<file path="config.mk">
export PLATFORM = sky130hd
export DESIGN_NAME = dscb_bank
export DESIGN_NICKNAME = d
export VERILOG_FILES = /design/src/include/dscb_pkg.sv /design/src/core/dscb_bank.sv /design/src/core/dscb_div.sv /design/src/core/dscb_wdt.sv
export SDC_FILE = /design/constraint.sdc
export NUM_CORES = 1
export LEC_CHECK = 0
export BUFFER_PORTS_ARGS = -buffer_cell sky130_fd_sc_hd__buf_2
export CAP_MARGIN = 20
export CORE_MARGIN = 2
export CORE_UTILIZATION = 25
export CTS_BUF_LIST = sky130_fd_sc_hd__clkbuf_8
export CTS_CLUSTER_SIZE = 28
export DETAILED_ROUTE_END_ITERATION = 8
export HOLD_SLACK_MARGIN = 0.08
export PLACE_DENSITY_LB_ADDON = 0.08
export SYNTH_ARGS = -nofsm -noshare
export SYNTH_HDL_FRONTEND = slang
export SYNTH_HIERARCHICAL = 1
export SYNTH_SLANG_ARGS = --single-unit
</file>
<file path="constraint.sdc">
create_clock -name clk -period 4.82 [get_ports clk]
set_input_delay 0.723 -clock clk [delete_from_list [all_inputs] [get_ports clk]]
set_output_delay 0.723 -clock clk [all_outputs]
set_load 0.01 [all_outputs]
</file>
<file path="src/include/dscb_pkg.sv">
`default_nettype none
package dscb_pkg;
	// Register map on the plain register port
	localparam logic [7:0]  ADDR_DEV_SETUP_TWO  = 8'ha8;
	localparam logic [7:0]  ADDR_PERI_SETUP_ONE = 8'haa;
	localparam logic [7:0]  ADDR_STATUS         = 8'hb0;
	localparam logic [31:0] RST_DEV_SETUP_TWO   = 32'h0000_0000;
	localparam logic [31:0] RST_PERI_SETUP_ONE  = 32'h0400_0000;
	localparam logic [31:0] MASK_DEV_SETUP_TWO  = 32'h7fff_ffff;
	// Field positions of device_setup_two
	localparam int MAX_FREQ_LSB   = 16;
	localparam int MAX_FREQ_MSB   = 30;
	localparam int SLEEP_TIME_LSB = 14;
	localparam int CUR_GAIN_BIT   = 13;
	localparam int VOLT_GAIN_BIT  = 12;
	localparam int LOW_POWER_BIT  = 11;
	localparam int CLK_SEL_LSB    = 9;
	localparam int EXT_REF_EN_BIT = 8;
	localparam int EXT_RATE_LSB   = 5;
	localparam int WDT_EN_BIT     = 4;
	localparam int WDT_IVL_LSB    = 2;
	localparam int WDT_SRC_BIT    = 1;
	localparam int WDT_ACT_BIT    = 0;
	// Status register fields
	localparam int ST_TIMEOUT_BIT = 0;
	localparam int ST_LATCH_BIT   = 1;
	localparam int ST_SLEEP_BIT   = 2;
	localparam int ST_STANDBY_BIT = 3;
	localparam int ST_EXTREF_BIT  = 4;
	localparam int ST_DUTY_LSB    = 16;
	// Clock source codes
	localparam logic [1:0] CLK_INTERNAL = 2'h0;
	localparam logic [1:0] CLK_CRUDE    = 2'h1;
	localparam logic [1:0] CLK_EXTERNAL = 2'h3;
	// External reference rate at code 0, doubling per code
	localparam logic [10:0] EXT_RATE_BASE_KHZ = 11'h008;
	localparam logic [15:0] DUTY_FULL         = 16'h8000;
	// Timing, figures in their own units
	localparam longint CLK_MHZ       = 250;
	localparam longint CYC_PER_MS    = CLK_MHZ * 1000;
	localparam longint GAIN_TIME_MS  = 1;
	localparam longint SLEEP_US [4]  = '{50, 200, 20000, 200000};
	localparam longint WDT_PIN_MS [4] = '{100, 200, 500, 1000};
	localparam longint WDT_BUS_S [4]  = '{1, 2, 5, 10};
	localparam logic [31:0] GAIN_CYC = 32'(GAIN_TIME_MS * CYC_PER_MS);
	localparam logic [3:0][31:0] SLEEP_CYC = {32'(SLEEP_US[3] * CLK_MHZ), 32'(SLEEP_US[2] * CLK_MHZ),
		32'(SLEEP_US[1] * CLK_MHZ), 32'(SLEEP_US[0] * CLK_MHZ)};
	localparam logic [3:0][31:0] WDT_PIN_CYC = {32'(WDT_PIN_MS[3] * CYC_PER_MS), 32'(WDT_PIN_MS[2] * CYC_PER_MS),
		32'(WDT_PIN_MS[1] * CYC_PER_MS), 32'(WDT_PIN_MS[0] * CYC_PER_MS)};
	localparam logic [3:0][31:0] WDT_BUS_CYC = {32'(WDT_BUS_S[3] * 1000 * CYC_PER_MS),
		32'(WDT_BUS_S[2] * 1000 * CYC_PER_MS), 32'(WDT_BUS_S[1] * 1000 * CYC_PER_MS),
		32'(WDT_BUS_S[0] * 1000 * CYC_PER_MS)};
	// Divider states
	typedef enum logic [2:0] {
		DIV_IDLE = 3'b001,
		DIV_RUN  = 3'b010,
		DIV_DONE = 3'b100
	} dscb_div_state_t;
	localparam logic [4:0] DIV_STEPS = 5'd30;
endpackage : dscb_pkg
`default_nettype wire

</file>
<file path="src/core/dscb_bank.sv">
// What this block does
// - In frequency mode, duty equals measured frequency over the 15-bit full-scale setting.
// - Current gain enable makes the current amplifier re-tune every 1ms.
// - Voltage gain enable makes the voltage measurement re-tune every 1ms.
// - Clock source code 0 internal, 1 crude oscillator, 3 external, 2 reserved.
// - External reference mode only while its enable bit is set.
// - Reference rate field gives 8 kHz doubling per code to 1024 kHz.
// - Watchdog supervises the host only while its enable is set.
// - Tickle interval 100 to 1000 ms on pin, 1 to 10 s on bus.
// - Tickle source is the serial bus when clear, general pin when set.
// - Timeout only reports when action bit clear, else latches and floats outputs.
//
// Design decision made here: the address-and-strobe port.
`default_nettype none
module dscb_bank #(
	parameter logic [3:0][31:0] SLEEP_CYC_P   = dscb_pkg::SLEEP_CYC,
	parameter logic [31:0]      GAIN_CYC_P    = dscb_pkg::GAIN_CYC,
	parameter logic [3:0][31:0] WDT_PIN_CYC_P = dscb_pkg::WDT_PIN_CYC,
	parameter logic [3:0][31:0] WDT_BUS_CYC_P = dscb_pkg::WDT_BUS_CYC
) (
	// Clock and reset
	input  wire logic        clk,
	input  wire logic        resetn,
	// Register port
	input  wire logic [7:0]  regAddr,
	input  wire logic [31:0] regWrData,
	input  wire logic        regWrEn,
	input  wire logic        regRdEn,
	output logic [31:0]      regRdData,
	// Speed input, from logic on this clock
	input  wire logic        freqModeActive,
	input  wire logic [14:0] measuredFreq,
	input  wire logic        speedBelowThreshold,
	// Watchdog tickles
	input  wire logic        busTickle,
	input  wire logic        tickPin,
	// Speed and power
	output logic [15:0]      dutyCmd,
	output logic             dutyValid,
	output logic             sleepReq,
	output logic             standbyReq,
	// Gain tuning
	output logic             currentGainTick,
	output logic             voltageGainTick,
	// Clocking
	output logic [1:0]       clkSourceSel,
	output logic             extRefActive,
	output logic [10:0]      extRefRateKhz,
	// Watchdog results
	output logic             wdtFaultReport,
	output logic             wdtFaultLatched,
	output logic             outputsHiZ,
	// Peripheral setup word
	output logic [31:0]      periSetup
);
	import dscb_pkg::*;

	logic [31:0] devSetupTwo_r;
	logic [31:0] periSetupOne_r;
	logic        timeoutSeen_r;
	logic        faultLatch_r;
	logic [31:0] sleepCnt_r;
	logic        belowHit_r;
	logic [31:0] gainCnt_r;
	logic        tickMeta_r;
	logic        tickSync_r;
	logic        tickPrev_r;
	logic        divBusy_r;
	logic        divDone;
	logic [15:0] divQuot;
	logic        wdtTimeout;

	// Address decode
	wire selDev2   = regAddr == ADDR_DEV_SETUP_TWO;
	wire selPeri   = regAddr == ADDR_PERI_SETUP_ONE;
	wire selStatus = regAddr == ADDR_STATUS;
	wire wrDev2    = regWrEn && selDev2;
	wire wrPeri    = regWrEn && selPeri;
	wire wrStatus  = regWrEn && selStatus;

	// Field views of device_setup_two
	wire [14:0] maxFreq          = devSetupTwo_r[MAX_FREQ_MSB:MAX_FREQ_LSB];
	wire [1:0]  sleepEntrySel    = devSetupTwo_r[SLEEP_TIME_LSB +: 2];
	wire        autoCurGainEn    = devSetupTwo_r[CUR_GAIN_BIT];
	wire        autoVoltGainEn   = devSetupTwo_r[VOLT_GAIN_BIT];
	wire        lowPowerKindSel  = devSetupTwo_r[LOW_POWER_BIT];
	wire [1:0]  clkSelField      = devSetupTwo_r[CLK_SEL_LSB +: 2];
	wire        extRefEnable     = devSetupTwo_r[EXT_REF_EN_BIT];
	wire [2:0]  extRefRate       = devSetupTwo_r[EXT_RATE_LSB +: 3];
	wire        hostWdtEnable    = devSetupTwo_r[WDT_EN_BIT];
	wire [1:0]  hostWdtInterval  = devSetupTwo_r[WDT_IVL_LSB +: 2];
	wire        hostWdtSource    = devSetupTwo_r[WDT_SRC_BIT];
	wire        hostWdtFaultAct  = devSetupTwo_r[WDT_ACT_BIT];

	// Status word, with the duty readback in the upper half
	wire [31:0] statusWord = {dutyCmd, 11'h000, extRefActive, standbyReq, sleepReq,
		faultLatch_r, timeoutSeen_r};

	// Reads of unmapped addresses return zero
	wire [31:0] rdMux = selDev2   ? devSetupTwo_r :
	                    selPeri   ? periSetupOne_r :
	                    selStatus ? statusWord : 32'h0000_0000;

	wire [1:0] clkSelEff = (clkSelField == CLK_CRUDE)    ? CLK_CRUDE :
	                       (clkSelField == CLK_EXTERNAL) ? CLK_EXTERNAL : CLK_INTERNAL;

	wire [10:0] rateKhz = EXT_RATE_BASE_KHZ << extRefRate;

	wire [31:0] sleepLimit = SLEEP_CYC_P[sleepEntrySel];
	wire        sleepDone  = sleepCnt_r >= sleepLimit - 32'd1;

	wire gainTickNow = gainCnt_r >= GAIN_CYC_P - 32'd1;

	// Pin tickle after two flip-flops, rising edge only
	wire pinTickle = tickSync_r && !tickPrev_r;

	wire selTickle = hostWdtSource ? pinTickle : busTickle;

	wire [31:0] wdtLimit = hostWdtSource ? WDT_PIN_CYC_P[hostWdtInterval] : WDT_BUS_CYC_P[hostWdtInterval];

	// restart the divider whenever it is idle in frequency mode
	wire divStart = freqModeActive && !divBusy_r;

	// Status clears are write one to clear
	wire clrTimeout = wrStatus && regWrData[ST_TIMEOUT_BIT];
	wire clrLatch   = wrStatus && regWrData[ST_LATCH_BIT];

	wire setTimeout = wdtTimeout;
	wire setLatch   = wdtTimeout && hostWdtFaultAct;

	dscb_div u_div (
		.clk    (clk),
		.resetn (resetn),
		.start  (divStart),
		.numer  (measuredFreq),
		.denom  (maxFreq),
		.done   (divDone),
		.quot   (divQuot)
	);

	dscb_wdt u_wdt (
		.clk     (clk),
		.resetn  (resetn),
		.enable  (hostWdtEnable),
		.limit   (wdtLimit),
		.tickle  (selTickle),
		.timeout (wdtTimeout)
	);

	// Register storage, bit 31 never stored
	always_ff @(posedge clk or negedge resetn) begin
		if (!resetn)
			devSetupTwo_r <= RST_DEV_SETUP_TWO;
		else if (wrDev2)
			devSetupTwo_r <= regWrData & MASK_DEV_SETUP_TWO;
	end

	// Peripheral word is stored only
	always_ff @(posedge clk or negedge resetn) begin
		if (!resetn)
			periSetupOne_r <= RST_PERI_SETUP_ONE;
		else if (wrPeri)
			periSetupOne_r <= regWrData;
	end

	// Read data stands one cycle after the strobe
	always_ff @(posedge clk or negedge resetn) begin
		if (!resetn)
			regRdData <= '0;
		else
			regRdData <= regRdEn ? rdMux : 32'h0000_0000;
	end

	// Sticky timeout flag, a new event beats a clear
	always_ff @(posedge clk or negedge resetn) begin
		if (!resetn)
			timeoutSeen_r <= 1'b0;
		else
			timeoutSeen_r <= setTimeout || (timeoutSeen_r && !clrTimeout);
	end

	always_ff @(posedge clk or negedge resetn) begin
		if (!resetn)
			faultLatch_r <= 1'b0;
		else
			faultLatch_r <= setLatch || (faultLatch_r && !clrLatch);
	end

	always_ff @(posedge clk or negedge resetn) begin
		if (!resetn)
			wdtFaultReport <= 1'b0;
		else
			wdtFaultReport <= setTimeout;
	end

	// latched fault, same cycle as the flag
	always_ff @(posedge clk or negedge resetn) begin
		if (!resetn)
			wdtFaultLatched <= 1'b0;
		else
			wdtFaultLatched <= setLatch || (faultLatch_r && !clrLatch);
	end

	always_ff @(posedge clk or negedge resetn) begin
		if (!resetn)
			outputsHiZ <= 1'b0;
		else
			outputsHiZ <= setLatch || (faultLatch_r && !clrLatch);
	end

	// Pin synchroniser, the first stage feeds only the second
	always_ff @(posedge clk or negedge resetn) begin
		if (!resetn) begin
			tickMeta_r <= 1'b0;
			tickSync_r <= 1'b0;
			tickPrev_r <= 1'b0;
		end else begin
			tickMeta_r <= tickPin;
			tickSync_r <= tickMeta_r;
			tickPrev_r <= tickSync_r;
		end
	end

	// divider busy until its result lands
	always_ff @(posedge clk or negedge resetn) begin
		if (!resetn)
			divBusy_r <= 1'b0;
		else if (divStart)
			divBusy_r <= 1'b1;
		else if (divDone)
			divBusy_r <= 1'b0;
	end

	always_ff @(posedge clk or negedge resetn) begin
		if (!resetn)
			dutyCmd <= '0;
		else if (divDone && freqModeActive)
			dutyCmd <= divQuot;
	end

	// valid from the first result on, cleared when frequency mode ends
	always_ff @(posedge clk or negedge resetn) begin
		if (!resetn)
			dutyValid <= 1'b0;
		else
			dutyValid <= freqModeActive && (dutyValid || divDone);
	end

	always_ff @(posedge clk or negedge resetn) begin
		if (!resetn) begin
			sleepCnt_r <= '0;
			belowHit_r <= 1'b0;
		end else begin
			if (!speedBelowThreshold) begin
				sleepCnt_r <= '0;
				belowHit_r <= 1'b0;
			end else if (sleepDone) begin
				belowHit_r <= 1'b1;
			end else begin
				sleepCnt_r <= sleepCnt_r + 32'd1;
			end
		end
	end

	always_ff @(posedge clk or negedge resetn) begin
		if (!resetn)
			sleepReq <= 1'b0;
		else
			sleepReq <= belowHit_r && lowPowerKindSel;
	end

	always_ff @(posedge clk or negedge resetn) begin
		if (!resetn)
			standbyReq <= 1'b0;
		else
			standbyReq <= belowHit_r && !lowPowerKindSel;
	end

	// Free running, so both re-tune ticks stay aligned
	always_ff @(posedge clk or negedge resetn) begin
		if (!resetn)
			gainCnt_r <= '0;
		else
			gainCnt_r <= gainTickNow ? 32'd0 : gainCnt_r + 32'd1;
	end

	always_ff @(posedge clk or negedge resetn) begin
		if (!resetn)
			currentGainTick <= 1'b0;
		else
			currentGainTick <= gainTickNow && autoCurGainEn;
	end

	always_ff @(posedge clk or negedge resetn) begin
		if (!resetn)
			voltageGainTick <= 1'b0;
		else
			voltageGainTick <= gainTickNow && autoVoltGainEn;
	end

	// reserved code falls back to internal
	always_ff @(posedge clk or negedge resetn) begin
		if (!resetn)
			clkSourceSel <= CLK_INTERNAL;
		else
			clkSourceSel <= clkSelEff;
	end

	always_ff @(posedge clk or negedge resetn) begin
		if (!resetn)
			extRefActive <= 1'b0;
		else
			extRefActive <= extRefEnable;
	end

	always_ff @(posedge clk or negedge resetn) begin
		if (!resetn)
			extRefRateKhz <= EXT_RATE_BASE_KHZ;
		else
			extRefRateKhz <= rateKhz;
	end

	// Peripheral copy, one cycle behind the register
	always_ff @(posedge clk or negedge resetn) begin
		if (!resetn)
			periSetup <= RST_PERI_SETUP_ONE;
		else
			periSetup <= periSetupOne_r;
	end
endmodule : dscb_bank
`default_nettype wire

</file>
<file path="src/core/dscb_div.sv">
`default_nettype none
module dscb_div (
	// Clock and reset
	input  wire logic        clk,
	input  wire logic        resetn,
	// Request
	input  wire logic        start,
	input  wire logic [14:0] numer,
	input  wire logic [14:0] denom,
	// Result
	output logic             done,
	output logic [15:0]      quot
);
	import dscb_pkg::*;

	dscb_div_state_t state_r, state_nxt;
	logic [29:0] quo_r;
	logic [15:0] rem_r;
	logic [14:0] den_r;
	logic [4:0]  step_r;
	wire  [15:0] remSh   = {rem_r[14:0], quo_r[29]};
	wire         fits    = remSh >= {1'b0, den_r};
	wire  [15:0] remNext = fits ? remSh - {1'b0, den_r} : remSh;
	// Above full scale is clamped, a zero scale counts as full scale
	wire  [15:0] clamped = (|quo_r[29:16] || quo_r[15:0] > DUTY_FULL) ? DUTY_FULL : quo_r[15:0];

	always_comb begin
		state_nxt = state_r;
		case (state_r)
			DIV_IDLE: if (start) state_nxt = DIV_RUN;
			DIV_RUN:  if (step_r == DIV_STEPS - 5'd1) state_nxt = DIV_DONE;
			DIV_DONE: state_nxt = DIV_IDLE;
			default:  state_nxt = DIV_IDLE;
		endcase
	end

	always_ff @(posedge clk or negedge resetn) begin
		if (!resetn) begin
			state_r <= DIV_IDLE;
			quo_r   <= '0;
			rem_r   <= '0;
			den_r   <= '0;
			step_r  <= '0;
			done    <= 1'b0;
			quot    <= '0;
		end else begin
			state_r <= state_nxt;
			done    <= state_r == DIV_DONE;
			if (state_r == DIV_IDLE && start) begin
				quo_r  <= {numer, 15'h0000};
				rem_r  <= '0;
				den_r  <= denom;
				step_r <= '0;
			end else if (state_r == DIV_RUN) begin
				quo_r  <= {quo_r[28:0], fits};
				rem_r  <= remNext;
				step_r <= step_r + 5'd1;
			end
			if (state_r == DIV_DONE)
				quot <= (den_r == 15'h0000) ? ((|quo_r) ? DUTY_FULL : 16'h0000) : clamped;
		end
	end
endmodule : dscb_div
`default_nettype wire

</file>
<file path="src/core/dscb_wdt.sv">
`default_nettype none
module dscb_wdt (
	// Clock and reset
	input  wire logic        clk,
	input  wire logic        resetn,
	// Control
	input  wire logic        enable,
	input  wire logic [31:0] limit,
	input  wire logic        tickle,
	// Expiry
	output logic             timeout
);
	logic [31:0] cnt_r;
	logic        enPrev_r;
	wire restart = tickle || (enable && !enPrev_r);
	wire expire  = enable && !restart && (cnt_r >= limit - 32'd1);

	always_ff @(posedge clk or negedge resetn) begin
		if (!resetn) begin
			cnt_r    <= '0;
			enPrev_r <= 1'b0;
			timeout  <= 1'b0;
		end else begin
			enPrev_r <= enable;
			timeout  <= expire;
			if (!enable || restart || expire)
				cnt_r <= '0;
			else
				cnt_r <= cnt_r + 32'd1;
		end
	end
endmodule : dscb_wdt
`default_nettype wire

</file>
==> results.md <==
* Status: completed
* Die W at 267 µm
* Post-synth ARST share at 100%
* Finished Layout Cells at 2778
* Starting Density at 25.2%
* Root Buffer: clkbuf_8
* Pwr dens at around 330 nW/µm²
* Comb pwr share at 9.9%
* 1st-pass router iterations at 8
* Post-route setup slack at ~0.27 ns
* Max clock buf depth at 3
* Seq pwr share at 45.9%
* WL/cell at 18.8 µm
* Worst EP arrival at ~5.0 ns
* Setup TNS at 0 ns
* Switching power at 1.87 mW
* Layout area overhead at 20.1%
* Mapped Cells at between 1500 and 2000
* Clock Sinks at 350
* CTS H-tree depth at 3
* Vias in the first global route at around 13000
* DP Worst Slack at a little over 0.04 ns
* Clk pin slew, worst setup/hold paths at about 0.060 ns
* IO Pins at 165
* Post-CTS Hold Buffers at 0
* Nature of the critical path endpoint: flop
* Prevailing post-synth register cell: dfrtp_1
* Worst path required time at 5.29 ns
* Hold Fails Final Rpt at 0
* CTS tree: yes
* Yosys cell types at 84
* # setup viols final at 0
* Std cell rows at 96
* Clk_lat worst skew at 0.64 ns
* # nets final at ~1900
* Post-synth EDFFs at 0
* Final Max Slew Viols at 0
* HP Class: in -> async
* Placer Congestion at ~0.76
* Die area at around 71000 µm²
* Input/output buffers at 161
* Flops & latches, synth at 350
* Layout cells sized above 1 at 22.3%
* Post CTS Setup Buffer Count at 0
* Critical path class: reg -> reg
* Relative slew slack at about 28%
* Routed Antenna Nets at 0
* Sequential cell area fraction in the yosys report at 50.7%
* Peak supply drop at around 0.12 mV
* Max Clock Freq at 220 MHz
* Clock power frac at 44.2%
* RSZ-0062 raised after global routing: no
* Vias per cell at 4.71
* Mapped Avg Cell Area at 11.0 µm²
* Crit Path Max Fanout at 15
* Post-CTS sizing at 0
* Worst setup SP type: flop
* Gr usage total at 14.8%
* Num CTS Buffers at ~70
* Tmin final at 4.55 ns
* Largest net degree at the start of global routing at approximately 110
* Initial antenna violation count at 6
* Detailed Route WL at 52200 µm
* Die Ht at between 200 and 300 µm
* Pint at 4.94 mW
* Core ar. at 68600 µm²
* Switching Share at 27.5%
* GR Overflow Total at 0
* Post-DP HPWL at roughly 37000 µm
* DRC errors left at 0
* Pleak at 9.76 nW
* Max-cap violations at 0
* Placed cells at 2644
* Global-route wire length before repair at 81100 µm
* Skew final at 0.0331 ns
* Slew @ Worst Pin at 1.07 ns
* Netlist Area Pre-Place at around 17000 µm²
* Drt initial violations at about 850
* Final instance area at 20800 µm²
* Period utilization at 94.5%
* DR vias at between 10000 and 15000
* Placed instance area at 19300 µm²
* Synth warn at 6
* Util after Layout at 30.3%
[worst max-delay path: stages, from the launching register on]
cell,delay [ns]
dfrtp_1,0.39
inv_2,0.11
ha_1,0.27
nor2b_1,0.15
or2_2,0.30
or4_4,0.52
or2_4,0.26
or4_4,0.52
nor4_2,0.26
xnor2_1,0.11
ha_1,0.31
nand4_1,0.19
nor3_1,0.33
a21oi_2,0.13
buf_4,0.17
nand3_1,0.07
buf_4,0.21
a211oi_1,0.07
[registers in the layout (all words and copies together) (netlist names), 2 cells and up]
name,cells
periSetup,32
sleepCnt_r,32
extRefRateKhz,8
u_div/quo_r,30
u_div/rem_r,15
regRdData,32
gainCnt_r,32
u_div/step_r,5
u_div/den_r,15
u_div/quot,16
dutyCmd,16
periSetupOne_r,32
devSetupTwo_r,31
u_wdt/cnt_r,32
clkSourceSel,2
u_div/state_r,3
[layout by cell type, fill, tap and decap left out, types with 39 or more instances in the layout]
| master | count |
|---|---|
| a21oi_1 | 57 |
| buf_2 | 160 |
| clkbuf_8 | 87 |
| conb_1 | 45 |
| dfrtp_1 | 346 |
| ha_1 | 94 |
| inv_1 | 76 |
| mux2_2 | 82 |
| nand2_1 | 123 |
| nand3_1 | 48 |
| nand4_1 | 42 |
| nor2_1 | 80 |
| o21ai_0 | 39 |
| xnor2_1 | 40 |
| xor2_1 | 49 |
[layer usage]
metal	part of all wire, %	track usage (%)	routed length [µm]
met1	46	19.7	23900
met2	48	23.8	25000
met3	4.1	3.28	2150
met4	2.2	4.54	1160
met5	0.079	0	41
[synth_stat cells, drive strengths merged, types with 3 or more instances]
master,count,area [µm²]
dfrtp,346,8660
nand2,126,473
ha,94,1180
mux2,82,923
nor2,82,310
a21oi,61,324
clkbuf,54,203
xor2,49,429
nand3,48,240
inv,47,176
nand4,43,275
o21ai,40,200
xnor2,40,350
buf,33,204
and3,32,200
a22o,31,272
or4,31,245
nor2b,30,188
nor3,28,161
a211oi,27,203
o211ai,27,208
nor4,26,181
o31ai,25,188
a222oi,20,200
mux2i,15,150
a2111oi,14,148
a22oi,13,97.6
a21o,9,67.6
or3,9,56.3
and2,8,50.1
nor3b,7,52.6
and4,5,43.8
nand4b,5,43.8
o21a,5,37.5
or2,5,33.8
dfstp,4,105
a221o,3,30.0
a31oi,3,18.8
and3b,3,26.3
nand2b,3,18.8
nand3b,3,22.5
[final timing paths]
| path | start | to | slack, ns | cells after the start |
|---|---|---|---|---|
| worst max-delay path | devSetupTwo_r[3] | u_wdt/cnt_r[24] | 0.27 | 17 |
| worst min-delay path | resetn | periSetup[2] | 0.14 | 1 |
| worst max register to register | devSetupTwo_r[3] | u_wdt/cnt_r[24] | 0.27 | 17 |
| worst min register to register | tickMeta_r | tickSync_r | 0.36 | 0 |
| max in group asynchronous | resetn | u_div/state_r[0] | 3.50 | 2 |
| min in group clk | tickPin | tickMeta_r | 0.19 | 1 |
[cells by family (layout without fill, tap and decap cells)]
logic type               after synthesis  count (layout)  share of synthesized area, %
other                                  2              47                        0.0434
multiplexers                          97              97                          6.21
AO/OA/AOI/OAI                        302             302                          12.8
flip-flops                           350             350                          50.7
buffers and inverters                134             367                          3.37
XOR/XNOR                              89              89                          4.51
AND/OR/NAND/NOR                      500             500                          15.5
adder cells (fa/ha/maj)               95              95                          6.91
[stage by stage]
| stage | total power [mW] | hold slack [ns] |
|---|---|---|
| detailed placement | 3.85 | 0.340 |
| finish | 6.81 | 0.143 |
| CTS | 6.97 | 0.122 |
| global route | 7.19 | 0.142 |
| floorplan | 3.58 | 0.331 |
| global placement | 3.85 | 0.341 |
[power by group through the flow]
stage | combinational (mW) | clock, mW | sequential (mW)
after floorplan | 0.426 | 0 | 3.15
final | 0.675 | 3.01 | 3.12
after CTS | 0.684 | 3.16 | 3.12
after detailed placement | 0.680 | 0 | 3.17
after global placement | 0.674 | 0 | 3.18
after global routing | 0.761 | 3.29 | 3.14
[area by class of cell]
| cell class | instances | area [µm²] |
|---|---|---|
| diodes | 2 | 5.00 |
| clock buffers | 87 | 1200 |
| clock inverters | 44 | 211 |
| fillers | 7143 | 47800 |
| inverters | 47 | 176 |
| multi-input cells | 1128 | 8170 |
| flip-flops and latches | 350 | 8760 |
| well taps | 931 | 1160 |
| repair buffers | 189 | 1080 |
(Power assumes the default switching activity.)
